--- config.mk ---
export PLATFORM = sky130hd
export DESIGN_NAME = error_led_indicator
export DESIGN_NICKNAME = d
export VERILOG_FILES = /design/src/err_led_pkg.sv /design/src/error_led_indicator.sv /design/src/trace_uart_tx.sv
export SDC_FILE = /design/constraint.sdc
export NUM_CORES = 1
export LEC_CHECK = 0
export BUFFER_PORTS_ARGS = -buffer_cell sky130_fd_sc_hd__buf_2
export CAP_MARGIN = 20
export CORE_UTILIZATION = 50
export DETAILED_ROUTE_END_ITERATION = 16
export PLACE_DENSITY_LB_ADDON = 0.25
export SLEW_MARGIN = 20
export SYNTH_ARGS = -nofsm -noshare
export SYNTH_HDL_FRONTEND = slang
export SYNTH_SLANG_ARGS = --single-unit
--- constraint.sdc ---
create_clock -name core_clk -period 6.5 [get_ports core_clk]
set_input_delay 0.325 -clock core_clk [delete_from_list [all_inputs] [get_ports core_clk]]
set_output_delay 0.325 -clock core_clk [all_outputs]
set_load 0.02 [all_outputs]
--- src/err_led_pkg.sv ---
// constants, encodings and texts for the error indicator
package err_led_pkg;
  localparam int unsigned CLK_HZ = 40_000_000;
  localparam int unsigned QUARTER_MS = 250;
  localparam int unsigned QUARTER_CYCLES = CLK_HZ / 1000 * QUARTER_MS;
  localparam int unsigned TRACE_BAUD = 9600;
  localparam int unsigned BIT_CYCLES = CLK_HZ / TRACE_BAUD;
  localparam int unsigned WARN_SECONDS = 60;
  localparam logic [7:0] WARN_TICKS = 8'(WARN_SECONDS * 1000 / QUARTER_MS);
  localparam logic [2:0] EXT_PAUSE_TICKS = 3'h4;

  // error codes
  localparam logic [3:0] CODE_NONE = 4'h0;
  localparam logic [3:0] CODE_HW_FAULT = 4'h1;
  localparam logic [3:0] CODE_SCRIPT = 4'h5;
  localparam logic [3:0] CODE_UNKNOWN_PROTO = 4'h6;
  localparam logic [3:0] CODE_TX_OVERFLOW = 4'h7;
  localparam logic [3:0] CODE_RESERVED_LAST = 4'hF;
  localparam logic [3:0] EXT_CODE_LAST = 4'hF;

  // trace message geometry
  localparam logic [4:0] LEN_START = 5'h08;
  localparam logic [4:0] LEN_ADDR = 5'h18;
  localparam logic [4:0] LEN_STATE = 5'h14;
  localparam logic [4:0] LEN_SCRIPT = 5'h14;
  localparam logic [7:0] TRACE_END = 8'h00;
  localparam logic [7:0] CH_CLOSE = 8'h29;
  localparam logic [7:0] CH_DOT = 8'h2E;
  localparam logic [7:0] CH_ZERO = 8'h30;
  localparam logic [7:0] CH_HEX_OFS = 8'h37;

  // prefixes, left aligned in 80 bits
  localparam logic [79:0] START_TXT = 80'h2853_5441_5254_2900_0000;
  localparam logic [79:0] ADDR_PRE = 80'h2845_4C2D_4950_3A00_0000;
  localparam logic [79:0] STATE_PRE = 80'h2845_4C2D_5374_6174_653A;
  localparam logic [79:0] SCRIPT_PRE = 80'h2845_3A00_0000_0000_0000;
  localparam logic [79:0] LOC_PRE = 80'h2845_7874_4572_723A_0000;

  typedef enum logic [1:0] {
    MSG_START = 2'b00,
    MSG_ADDR = 2'b01,
    MSG_STATE = 2'b11,
    MSG_SCRIPT = 2'b10
  } msg_kind_t;

  typedef enum logic [1:0] {
    EXT_IDLE = 2'b00,
    EXT_DARK = 2'b01,
    EXT_LIT = 2'b11,
    EXT_PAUSE = 2'b10
  } ext_state_t;

  typedef enum logic {
    TR_IDLE = 1'b0,
    TR_SEND = 1'b1
  } trace_state_t;
endpackage

--- src/error_led_indicator.sv ---
// error display on state and number leds, extension blink code, diagnostic trace
`timescale 1ns/1ps
// Operation
// - error: state led red, code on leds
// - codes 1-5 latched until power cycle
// - codes 6-15 cleared after one minute
// - user errors flash at half hertz
// - user error held for set time
// - config mode: leds show internal pattern
// - system flashes 1x/s, user once every 2 s
// - system codes 1-5 and reserved codes
// - system codes 7-14 mapping
// - user codes from delivered script
// - trace at 9600 baud, 8N1
// - parenthesised items ending in zero byte
// - port state message after a change; changes made before it is sent share one message
// - script error hex plus decimal locator
// - extension error flashes power led red
// - dark blinks count number, then pause
// - extension numbers span 1 to 15
module error_led_indicator
  import err_led_pkg::*;
#(
  parameter int unsigned QUARTER_CYCLES_P = err_led_pkg::QUARTER_CYCLES,
  parameter int unsigned BIT_CYCLES_P = err_led_pkg::BIT_CYCLES
) (
  // clock and reset
  input wire logic core_clk,
  input wire logic arst_n,
  // error reports
  input wire logic sysErrValid,
  input wire logic [3:0] sysErrCode,
  input wire logic userErrValid,
  input wire logic [3:0] userErrCode,
  input wire logic [7:0] holdSeconds,
  // mode and extension board
  input wire logic configMode,
  input wire logic [3:0] cfgPattern,
  input wire logic [3:0] extErrCode,
  // trace sources
  input wire logic traceEnable,
  input wire logic [31:0] ipAddr,
  input wire logic [31:0] portState,
  input wire logic scriptErrValid,
  input wire logic [7:0] scriptErrNum,
  input wire logic [9:0] script_fault_locator,
  // leds and trace line
  output logic stateRed,
  output logic [3:0] errLed,
  output logic powerRed,
  output logic traceTxd
);
  import err_led_pkg::*;

  function automatic logic [7:0] hexChar(input logic [3:0] n);
    hexChar = (n < 4'hA) ? CH_ZERO + {4'h0, n} : CH_HEX_OFS + {4'h0, n};
  endfunction

  function automatic logic [7:0] decChar(input logic [9:0] v, input logic [1:0] pos);
    logic [9:0] q;
    q = (pos == 2'h2) ? v / 10'd100 : (pos == 2'h1) ? (v / 10'd10) % 10'd10 : v % 10'd10;
    decChar = CH_ZERO + q[7:0];
  endfunction

  function automatic logic [7:0] preByte(input logic [79:0] txt, input logic [4:0] idx);
    preByte = txt[79 - 8 * idx -: 8];
  endfunction

  // config mode arrives from switches: two flops first
  logic cfgMeta, cfgSync;
  always_ff @(posedge core_clk or negedge arst_n) begin
    if (!arst_n) begin
      cfgMeta <= 1'b0;
      cfgSync <= 1'b0;
    end else begin
      cfgMeta <= configMode;
      cfgSync <= cfgMeta;
    end
  end

  // quarter second tick and flash phases
  logic [23:0] quarterCnt;
  logic tick;
  logic [1:0] tickCnt;
  logic userPhase;
  wire logic sysPhase = tickCnt[1];
  always_ff @(posedge core_clk or negedge arst_n) begin
    if (!arst_n) begin
      quarterCnt <= 24'h00_0000;
      tick <= 1'b0;
      tickCnt <= 2'h0;
      userPhase <= 1'b0;
    end else begin
      tick <= quarterCnt == 24'(QUARTER_CYCLES_P - 1);
      // wrap on the count itself so a quarter is exactly QUARTER_CYCLES_P clocks
      quarterCnt <= quarterCnt + 24'h00_0001;
      if (quarterCnt == 24'(QUARTER_CYCLES_P - 1)) begin
        quarterCnt <= 24'h00_0000;
      end
      if (tick) begin
        tickCnt <= tickCnt + 2'h1;
        if (tickCnt == 2'h3) begin
          userPhase <= ~userPhase;
        end
      end
    end
  end

  // error classes; code 0 is reserved and never shown
  wire logic sysNew = sysErrValid && sysErrCode != CODE_NONE;
  wire logic isSerious = sysErrCode <= CODE_SCRIPT;
  wire logic isWarn = sysErrCode >= CODE_UNKNOWN_PROTO;
  logic [3:0] seriousCode, warnCode, userCode;
  logic [7:0] warnTicks;
  logic [9:0] userTicks;

  // first serious error wins and stays until power is cycled
  always_ff @(posedge core_clk or negedge arst_n) begin
    if (!arst_n) begin
      seriousCode <= CODE_NONE;
    end else if (sysNew && isSerious && seriousCode == CODE_NONE) begin
      seriousCode <= sysErrCode;
    end
  end

  always_ff @(posedge core_clk or negedge arst_n) begin
    if (!arst_n) begin
      warnCode <= CODE_NONE;
      warnTicks <= 8'h00;
    end else if (sysNew && isWarn) begin
      warnCode <= sysErrCode;
      warnTicks <= WARN_TICKS;
    end else if (tick && warnTicks != 8'h00) begin
      warnTicks <= warnTicks - 8'h01;
      if (warnTicks == 8'h01) begin
        warnCode <= CODE_NONE;
      end
    end
  end

  // hold of zero seconds clears at the next tick
  always_ff @(posedge core_clk or negedge arst_n) begin
    if (!arst_n) begin
      userCode <= CODE_NONE;
      userTicks <= 10'h000;
    end else if (userErrValid && userErrCode != CODE_NONE) begin
      userCode <= userErrCode;
      userTicks <= {holdSeconds, 2'b00};
    end else if (tick && userCode != CODE_NONE) begin
      if (userTicks <= 10'h001) begin
        userCode <= CODE_NONE;
      end
      if (userTicks != 10'h000) begin
        userTicks <= userTicks - 10'h001;
      end
    end
  end

  // serious beats warning beats user
  wire logic dispActive = seriousCode != CODE_NONE || warnCode != CODE_NONE
                          || userCode != CODE_NONE;
  wire logic dispUser = seriousCode == CODE_NONE && warnCode == CODE_NONE;
  wire logic [3:0] dispCode = (seriousCode != CODE_NONE) ? seriousCode
                             : (warnCode != CODE_NONE) ? warnCode : userCode;
  wire logic flashOn = dispUser ? userPhase : sysPhase;

  always_ff @(posedge core_clk or negedge arst_n) begin
    if (!arst_n) begin
      stateRed <= 1'b0;
      errLed <= 4'h0;
    end else if (cfgSync) begin
      stateRed <= sysPhase;
      errLed <= cfgPattern;
    end else begin
      stateRed <= dispActive;
      errLed <= (dispActive && flashOn) ? dispCode : 4'h0;
    end
  end

  // extension blink code on the power led
  ext_state_t extState;
  logic [3:0] blinkLeft;
  logic [2:0] extTicks;
  always_ff @(posedge core_clk or negedge arst_n) begin
    if (!arst_n) begin
      extState <= EXT_IDLE;
      blinkLeft <= 4'h0;
      extTicks <= 3'h0;
    end else if (tick) begin
      case (extState)
        EXT_IDLE: begin
          if (extErrCode != CODE_NONE) begin
            extState <= EXT_DARK;
            blinkLeft <= extErrCode;
          end
        end
        EXT_DARK: begin
          if (blinkLeft <= 4'h1) begin
            extState <= EXT_PAUSE;
            extTicks <= EXT_PAUSE_TICKS;
          end else begin
            extState <= EXT_LIT;
            blinkLeft <= blinkLeft - 4'h1;
          end
        end
        EXT_LIT: begin
          extState <= EXT_DARK;
        end
        EXT_PAUSE: begin
          if (extTicks > 3'h1) begin
            extTicks <= extTicks - 3'h1;
          end else if (extErrCode == CODE_NONE) begin
            extState <= EXT_IDLE;
          end else begin
            extState <= EXT_DARK;
            blinkLeft <= extErrCode;
          end
        end
        default: begin
          extState <= EXT_IDLE;
        end
      endcase
    end
  end

  always_ff @(posedge core_clk or negedge arst_n) begin
    if (!arst_n) begin
      powerRed <= 1'b0;
    end else begin
      powerRed <= extState != EXT_IDLE && extState != EXT_DARK;
    end
  end

  // trace pending flags; a new event beats the clear of a taken one
  trace_state_t trState;
  msg_kind_t msgKind;
  logic startPend, addrPend, statePend, scriptPend;
  logic [31:0] prevState, stateSnap, addrSnap;
  logic [7:0] errNumHold, errSnap;
  logic [9:0] locHold, locSnap;
  logic [4:0] traceIdx;
  logic [7:0] traceChar;
  logic [4:0] traceLen;
  logic txReady;
  wire logic stateChanged = traceEnable && portState != prevState;
  wire logic launch = trState == TR_IDLE && traceEnable
                      && (startPend || addrPend || statePend || scriptPend);
  wire msg_kind_t nextKind = startPend ? MSG_START : addrPend ? MSG_ADDR
                             : scriptPend ? MSG_SCRIPT : MSG_STATE;
  wire logic txValid = trState == TR_SEND;
  wire logic lastChar = traceIdx == traceLen - 5'h01;

  always_ff @(posedge core_clk or negedge arst_n) begin
    if (!arst_n) begin
      startPend <= 1'b1;
      addrPend <= 1'b1;
      statePend <= 1'b0;
      scriptPend <= 1'b0;
      prevState <= 32'h0000_0000;
      errNumHold <= 8'h00;
      locHold <= 10'h000;
    end else begin
      prevState <= portState;
      startPend <= startPend && !(launch && nextKind == MSG_START);
      addrPend <= addrPend && !(launch && nextKind == MSG_ADDR);
      statePend <= stateChanged || (statePend && !(launch && nextKind == MSG_STATE));
      scriptPend <= (scriptErrValid && traceEnable)
                    || (scriptPend && !(launch && nextKind == MSG_SCRIPT));
      if (scriptErrValid) begin
        errNumHold <= scriptErrNum;
        locHold <= script_fault_locator;
      end
    end
  end

  always_ff @(posedge core_clk or negedge arst_n) begin
    if (!arst_n) begin
      trState <= TR_IDLE;
      msgKind <= MSG_START;
      traceIdx <= 5'h00;
      stateSnap <= 32'h0000_0000;
      addrSnap <= 32'h0000_0000;
      errSnap <= 8'h00;
      locSnap <= 10'h000;
    end else if (launch) begin
      trState <= TR_SEND;
      msgKind <= nextKind;
      traceIdx <= 5'h00;
      stateSnap <= portState;
      addrSnap <= ipAddr;
      errSnap <= errNumHold;
      locSnap <= locHold;
    end else if (txValid && txReady) begin
      traceIdx <= traceIdx + 5'h01;
      if (lastChar) begin
        trState <= TR_IDLE;
      end
    end
  end

  // character at the current index of the current message
  always_comb begin
    logic [4:0] j;
    j = traceIdx - 5'h07;
    traceChar = TRACE_END;
    traceLen = LEN_START;
    case (msgKind)
      MSG_START: begin
        if (traceIdx < 5'h07) traceChar = preByte(START_TXT, traceIdx);
      end
      MSG_ADDR: begin
        traceLen = LEN_ADDR;
        if (traceIdx < 5'h07) traceChar = preByte(ADDR_PRE, traceIdx);
        else if (traceIdx == 5'h16) traceChar = CH_CLOSE;
        else if (traceIdx == 5'h17) traceChar = TRACE_END;
        else if (j[1:0] == 2'h3) traceChar = CH_DOT;
        else traceChar = decChar({2'b00, addrSnap[8 * (3 - j[3:2]) +: 8]}, 2'h2 - j[1:0]);
      end
      MSG_STATE: begin
        traceLen = LEN_STATE;
        if (traceIdx < 5'h0A) traceChar = preByte(STATE_PRE, traceIdx);
        else if (traceIdx < 5'h12) traceChar = hexChar(stateSnap[4 * (17 - traceIdx) +: 4]);
        else if (traceIdx == 5'h12) traceChar = CH_CLOSE;
      end
      MSG_SCRIPT: begin
        traceLen = LEN_SCRIPT;
        if (traceIdx < 5'h03) traceChar = preByte(SCRIPT_PRE, traceIdx);
        else if (traceIdx == 5'h03) traceChar = hexChar(errSnap[7:4]);
        else if (traceIdx == 5'h04) traceChar = hexChar(errSnap[3:0]);
        else if (traceIdx == 5'h05) traceChar = CH_CLOSE;
        else if (traceIdx == 5'h06) traceChar = TRACE_END;
        else if (traceIdx < 5'h0F) traceChar = preByte(LOC_PRE, j);
        else if (traceIdx < 5'h12) traceChar = decChar(locSnap, 2'(5'h11 - traceIdx));
        else if (traceIdx == 5'h12) traceChar = CH_CLOSE;
      end
      default: traceChar = TRACE_END;
    endcase
  end

  trace_uart_tx #(.BIT_CYCLES_P(BIT_CYCLES_P)) u_tx (
    .core_clk(core_clk),
    .arst_n(arst_n),
    .byteValid(txValid),
    .byteData(traceChar),
    .byteReady(txReady),
    .txd(traceTxd)
  );

  chk_serious_latched: assert property (@(posedge core_clk) disable iff (!arst_n)
    seriousCode != CODE_NONE |=> $stable(seriousCode)) else $error("serious code changed");
  chk_state_red: assert property (@(posedge core_clk) disable iff (!arst_n)
    (dispActive && !cfgSync) |=> stateRed) else $error("state led not red on error");
  chk_led_code: assert property (@(posedge core_clk) disable iff (!arst_n)
    (dispActive && !cfgSync && flashOn) |=> errLed == $past(dispCode))
    else $error("error leds do not show code");
  chk_warn_expiry: assert property (@(posedge core_clk) disable iff (!arst_n)
    (tick && warnTicks == 8'h01 && !sysNew) |=> warnCode == CODE_NONE)
    else $error("warning not cleared after timeout");
  chk_sys_rate: assert property (@(posedge core_clk) disable iff (!arst_n)
    (tick && tickCnt[0]) |=> sysPhase != $past(sysPhase)) else $error("system phase stuck");
  chk_user_rate: assert property (@(posedge core_clk) disable iff (!arst_n)
    (tick && tickCnt != 2'h3) |=> $stable(userPhase)) else $error("user phase too fast");
  chk_config_pattern: assert property (@(posedge core_clk) disable iff (!arst_n)
    cfgSync |=> errLed == $past(cfgPattern)) else $error("config pattern not shown");
  chk_ext_dark: assert property (@(posedge core_clk) disable iff (!arst_n)
    extState == EXT_DARK ##1 extState == EXT_DARK |-> !powerRed)
    else $error("power led lit in dark phase");
  chk_trace_term: assert property (@(posedge core_clk) disable iff (!arst_n)
    (txValid && txReady && lastChar) |-> traceChar == TRACE_END)
    else $error("message not zero terminated");
  chk_user_hold: assert property (@(posedge core_clk) disable iff (!arst_n)
    (userErrValid && userErrCode != CODE_NONE) |=> userCode == $past(userErrCode))
    else $error("user error not taken");
endmodule

--- src/trace_uart_tx.sv ---
// serial transmitter for the diagnostic trace, 8 data bits, 1 stop, no parity
`timescale 1ns/1ps
module trace_uart_tx #(
  parameter int unsigned BIT_CYCLES_P = 4166
) (
  // clock and reset
  input wire logic core_clk,
  input wire logic arst_n,
  // byte in
  input wire logic byteValid,
  input wire logic [7:0] byteData,
  output logic byteReady,
  // line
  output logic txd
);
  logic [9:0] shiftReg;
  logic [3:0] bitsLeft;
  logic [12:0] baudCnt;
  wire logic accept = byteValid && byteReady;
  wire logic bitEnd = baudCnt == 13'(BIT_CYCLES_P - 1);

  always_ff @(posedge core_clk or negedge arst_n) begin
    if (!arst_n) begin
      shiftReg <= 10'h3FF;
      bitsLeft <= 4'h0;
      baudCnt <= 13'h0000;
      byteReady <= 1'b1;
      txd <= 1'b1;
    end else if (accept) begin
      // stop, data lsb first, start
      shiftReg <= {1'b1, byteData, 1'b0};
      bitsLeft <= 4'hA;
      baudCnt <= 13'h0000;
      byteReady <= 1'b0;
      txd <= 1'b0;
    end else if (bitsLeft != 4'h0) begin
      if (bitEnd) begin
        baudCnt <= 13'h0000;
        bitsLeft <= bitsLeft - 4'h1;
        shiftReg <= {1'b1, shiftReg[9:1]};
        txd <= (bitsLeft == 4'h1) ? 1'b1 : shiftReg[1];
        byteReady <= bitsLeft == 4'h1;
      end else begin
        baudCnt <= baudCnt + 13'h0001;
      end
    end
  end
endmodule

==> flow_summary.json <==
{
  "status": "completed",
  "antenna_found_initial": 2,
  "cts_made_buffers": 26,
  "grt_use_total_pct": 27.56,
  "placed_cell_area_um2": 17940,
  "use_met3_pct": 3.659,
  "p_switching_w": 0.0007526,
  "switching_share_pct": 21.79,
  "drt_pass1_iterations": 7,
  "wirelength_um": 47800,
  "yosys.area_share.adder_pct": 3.138,
  "max_slew.worst_pin.slew_ns": 0.9957,
  "root_buffer": "clkbuf_16",
  "netlist_top_cells_area": "dfrtp_1 35%, nand2_1 8.5%, a21oi_1 3.4%",
  "place_hpwl_um": 32720,
  "critical_path_class": "register to register",
  "die_h_um": 185.7,
  "clock_latency_ns": 0.55,
  "max_freq_ghz": 0.1660,
  "grt_max_degree": 132,
  "seq_area_frac_synth_pct": 36.59,
  "place_inst": 2492,
  "synth_top_family_by_area": "simple AND/OR/NAND/NOR gates",
  "r2r_start": "traceIdx[0]$_DFFE_PN0P_",
  "ff_latch_area_um2": 6172,
  "synthTopCellsByCount": "383 x nand2_1, 234 x dfrtp_1, 132 x nor2_1, 116 x a21oi_1, 108 x o21ai_0",
  "reg2regPathDepth": 28,
  "finalSetupViolCount": 0,
  "stdcell_area_um2": 19690,
  "ir_worst_vdd_mv": 0.2128,
  "ys_warn_count": 0,
  "post_drt_wl_per_cell_um": 18.28,
  "cp.required_ns": 6.98,
  "pwr-share-seq_pct": 46.6,
  "yosysMostFrequentCell": "nand2_1",
  "p_int_w": 0.002701,
  "pwr-share-clk_pct": 47.9,
  "io_pins": 120,
  "slowest_delay_ns": 0.39,
  "avgSynthCellArea_um2": 8.404,
  "power_density_nw_per_um2": 175.4,
  "synthCells": 2007,
  "finalNonFillerCells": 2615,
  "grt-busiest-layer": "met2",
  "startpoint_type": "register",
  "avgViaCountPerCell": 6.057,
  "final_core_util_pct": 59.91,
  "syn_nets": 2159,
  "ys_ff_latch": 246,
  "critPathMaxFanout": 19,
  "synth_async_sr_flop_share_pct": 100.0,
  "cts.clk_slew.worst_paths_ns": 0.06,
  "synth_compound_area_share_pct": 20.93,
  "portBuffers": 119,
  "reg2reg_to": "u_tx.shiftReg[7]$_DFFE_PN1P_",
  "pwr-share-comb_pct": 5.5,
  "num_vias": 15840,
  "cts_max_level": 1,
  "crit_path_end_kind": "register",
  "fin_nets": 2305,
  "synthXorXnorAreaFrac_pct": 5.668,
  "hold_viol": 0,
  "core_area_um2": 32870,
  "grt_use_met2_pct": 44.61,
  "rrSetupSlack_ns": 0.47,
  "fin_crit_sh_pct": 92.70,
  "drive_gt1_share_pct": 15.56,
  "maxSlewHeadroom_pct": 33.62,
  "grt_util_met1_pct": 38.86,
  "synth_cell_types": 114,
  "slowest_stage": "dfrtp_1",
  "crit_arrival_ns": 6.50,
  "crit_top_cell": "ha_1",
  "cts_tree": "yes",
  "synth_enable_flop_cells": 0,
  "rows": 66,
  "finalMaxSlewViolations": 0,
  "min_period_ns": 6.025,
  "die-area_um2": 34470,
  "total_power_w": 0.003454,
  "initialDrtViolationCount": 1334,
  "cts_num_sinks": 246,
  "cp-startpoint": "traceIdx[0]$_DFFE_PN0P_",
  "area_growth_syn_to_layout_pct": 16.74,
  "multi_input_comb_area_um2": 10020,
  "start_util_pct": 51.32,
  "cap_violations": 0,
  "hold_path_class": "input pin to register",
  "leakage_nw": 8.584,
  "critical_path.endpoint": "u_tx.shiftReg[7]$_DFFE_PN1P_",
  "die_w_um": 185.7,
  "synth.cell_area_um2": 16870,
  "synth-simple-area-share_pct": 24.36,
  "antenna_left": 0,
  "synthMuxAreaShare_pct": 4.800,
  "drc": 0,
  "grt_pass1_vias": 14970,
  "synth_ff_type": "dfrtp_1",
  "place.gp.congestion": 1.004,
  "clock_skew_ns": 0.03085,
  "clock_path_buffers": 3,
  "grt.overflow.total": 0,
  "synth_largest_area_cell": "dfrtp_1",
  "synth.top_cell.area_share_pct": 34.72,
  "fillers": 2870,
  "grt_pass1_wl_um": 77070
}
-- cells in the final DEF, fill, tap and decap left out, drive strengths merged, types with 12 or more instances in the layout --
cell type and instances:
nand2 383, dfrtp 234, buf 184, nor2 135, o21ai 120, a21oi 118
dlygate4sd3 63, xor2 60, nor3 58, nand3 52, inv 49, xnor2 47
ha 39, clkbuf 38, mux2 32, nand2b 30, nand4 24, a31oi 24
a211oi 24, nor4 24, nor2b 21, or3 20, and2 20, o211ai 19
mux2i 19, o22ai 17, a21o 17, and3 17, o31ai 15, o21a 13
dfstp 12
-- layout make-up --
class                           count  share of cell area, %
Antenna cell                        1                0.01271
Clock inverter                      9                 0.8769
Timing Repair Buffer              247                  9.112
Inverter                           50                 0.9532
Multi-Input combinational cell   1582                  50.89
Clock buffer                       38                  3.997
Sequential cell                   246                  31.35
Tap cell                          442                  2.809
-- layer usage --
layer | routed length, um | up-vias
li1 | - | 7560
met1 | 21220 | 7589
met2 | 22490 | 600
met3 | 3000 | 89
met4 | 1093 | 0
met5 | 0 | -
-- stage by stage --
step                worst slack [ns]  hold slack [ns]  setup TNS [ns]
CTS                           0.2305        0.0001028               0
global placement              0.4402           0.3320               0
finish                        0.4746          0.01479               0
detailed placement            0.2634           0.3496               0
global route               -0.008578         0.005758       -0.008578
floorplan                     0.1574          0.02941               0
-- what timing repair did --
item,in CTS,in global routing
setup endpoints to repair,0,2
resized for setup,0,9
endpoints found under the hold margin,176,0
hold buffers,63,0
setup buffers,0,10
-- power by group through the flow --
stage	Clock [W]	Sequential (W)	Combinational (W)
after floorplan	0	0.00163	0.0000629
after global placement	0	0.00163	0.000155
after detailed placement	0	0.00164	0.000158
after CTS	0.00169	0.00161	0.000189
after global routing	0.00175	0.00161	0.000209
final	0.00166	0.00161	0.000189
-- sequential cells by signal (all words and copies together), names as in the netlist, 3 cells and up --
name	flops
addrSnap	32
prevState	32
stateSnap	32
quarterCnt	24
u_tx.baudCnt	13
locHold	10
locSnap	10
userTicks	10
errNumHold	8
errSnap	8
u_tx.shiftReg	8
warnTicks	8
traceIdx	5
blinkLeft	4
errLed	4
seriousCode	4
u_tx.bitsLeft	4
userCode	4
warnCode	4
extTicks	3
-- worst min-delay path by stage --
stage                            from                        to  slack (ns)  cells past startpoint
finish                      ipAddr[5]   addrSnap[5]$_DFFE_PN0P_        0.01                      3
global route               ipAddr[18]  addrSnap[18]$_DFFE_PN0P_       0.006                      3
CTS                        ipAddr[27]  addrSnap[27]$_DFFE_PN0P_      0.0001                      3
detailed placement  cfgMeta$_DFF_PN0_         cfgSync$_DFF_PN0_        0.35                      0
global placement    cfgMeta$_DFF_PN0_         cfgSync$_DFF_PN0_        0.33                      0
floorplan                      arst_n   addrSnap[0]$_DFFE_PN0P_        0.03                      0
-- cell families after synthesis --
kind of cell / Yosys count
XOR/XNOR: 107
AND/OR/NAND/NOR: 854
AO/OA/AOI/OAI: 516
multiplexers: 61
adder cells (fa/ha/maj): 43
buffers and inverters: 180
flip-flops: 246
-- critical path: cells and delay by family, from the launching register on --
kind / cells / cell delay (ns)
flops: 1 / 0.39
xor+xnor: 1 / 0.21
fa+ha+maj: 4 / 0.99
buf+inv: 4 / 0.52
simple gates: 10 / 1.89
compound gates: 6 / 1.20
mux: 3 / 0.75
No activity file was read; power rests on OpenSTA's default activity.
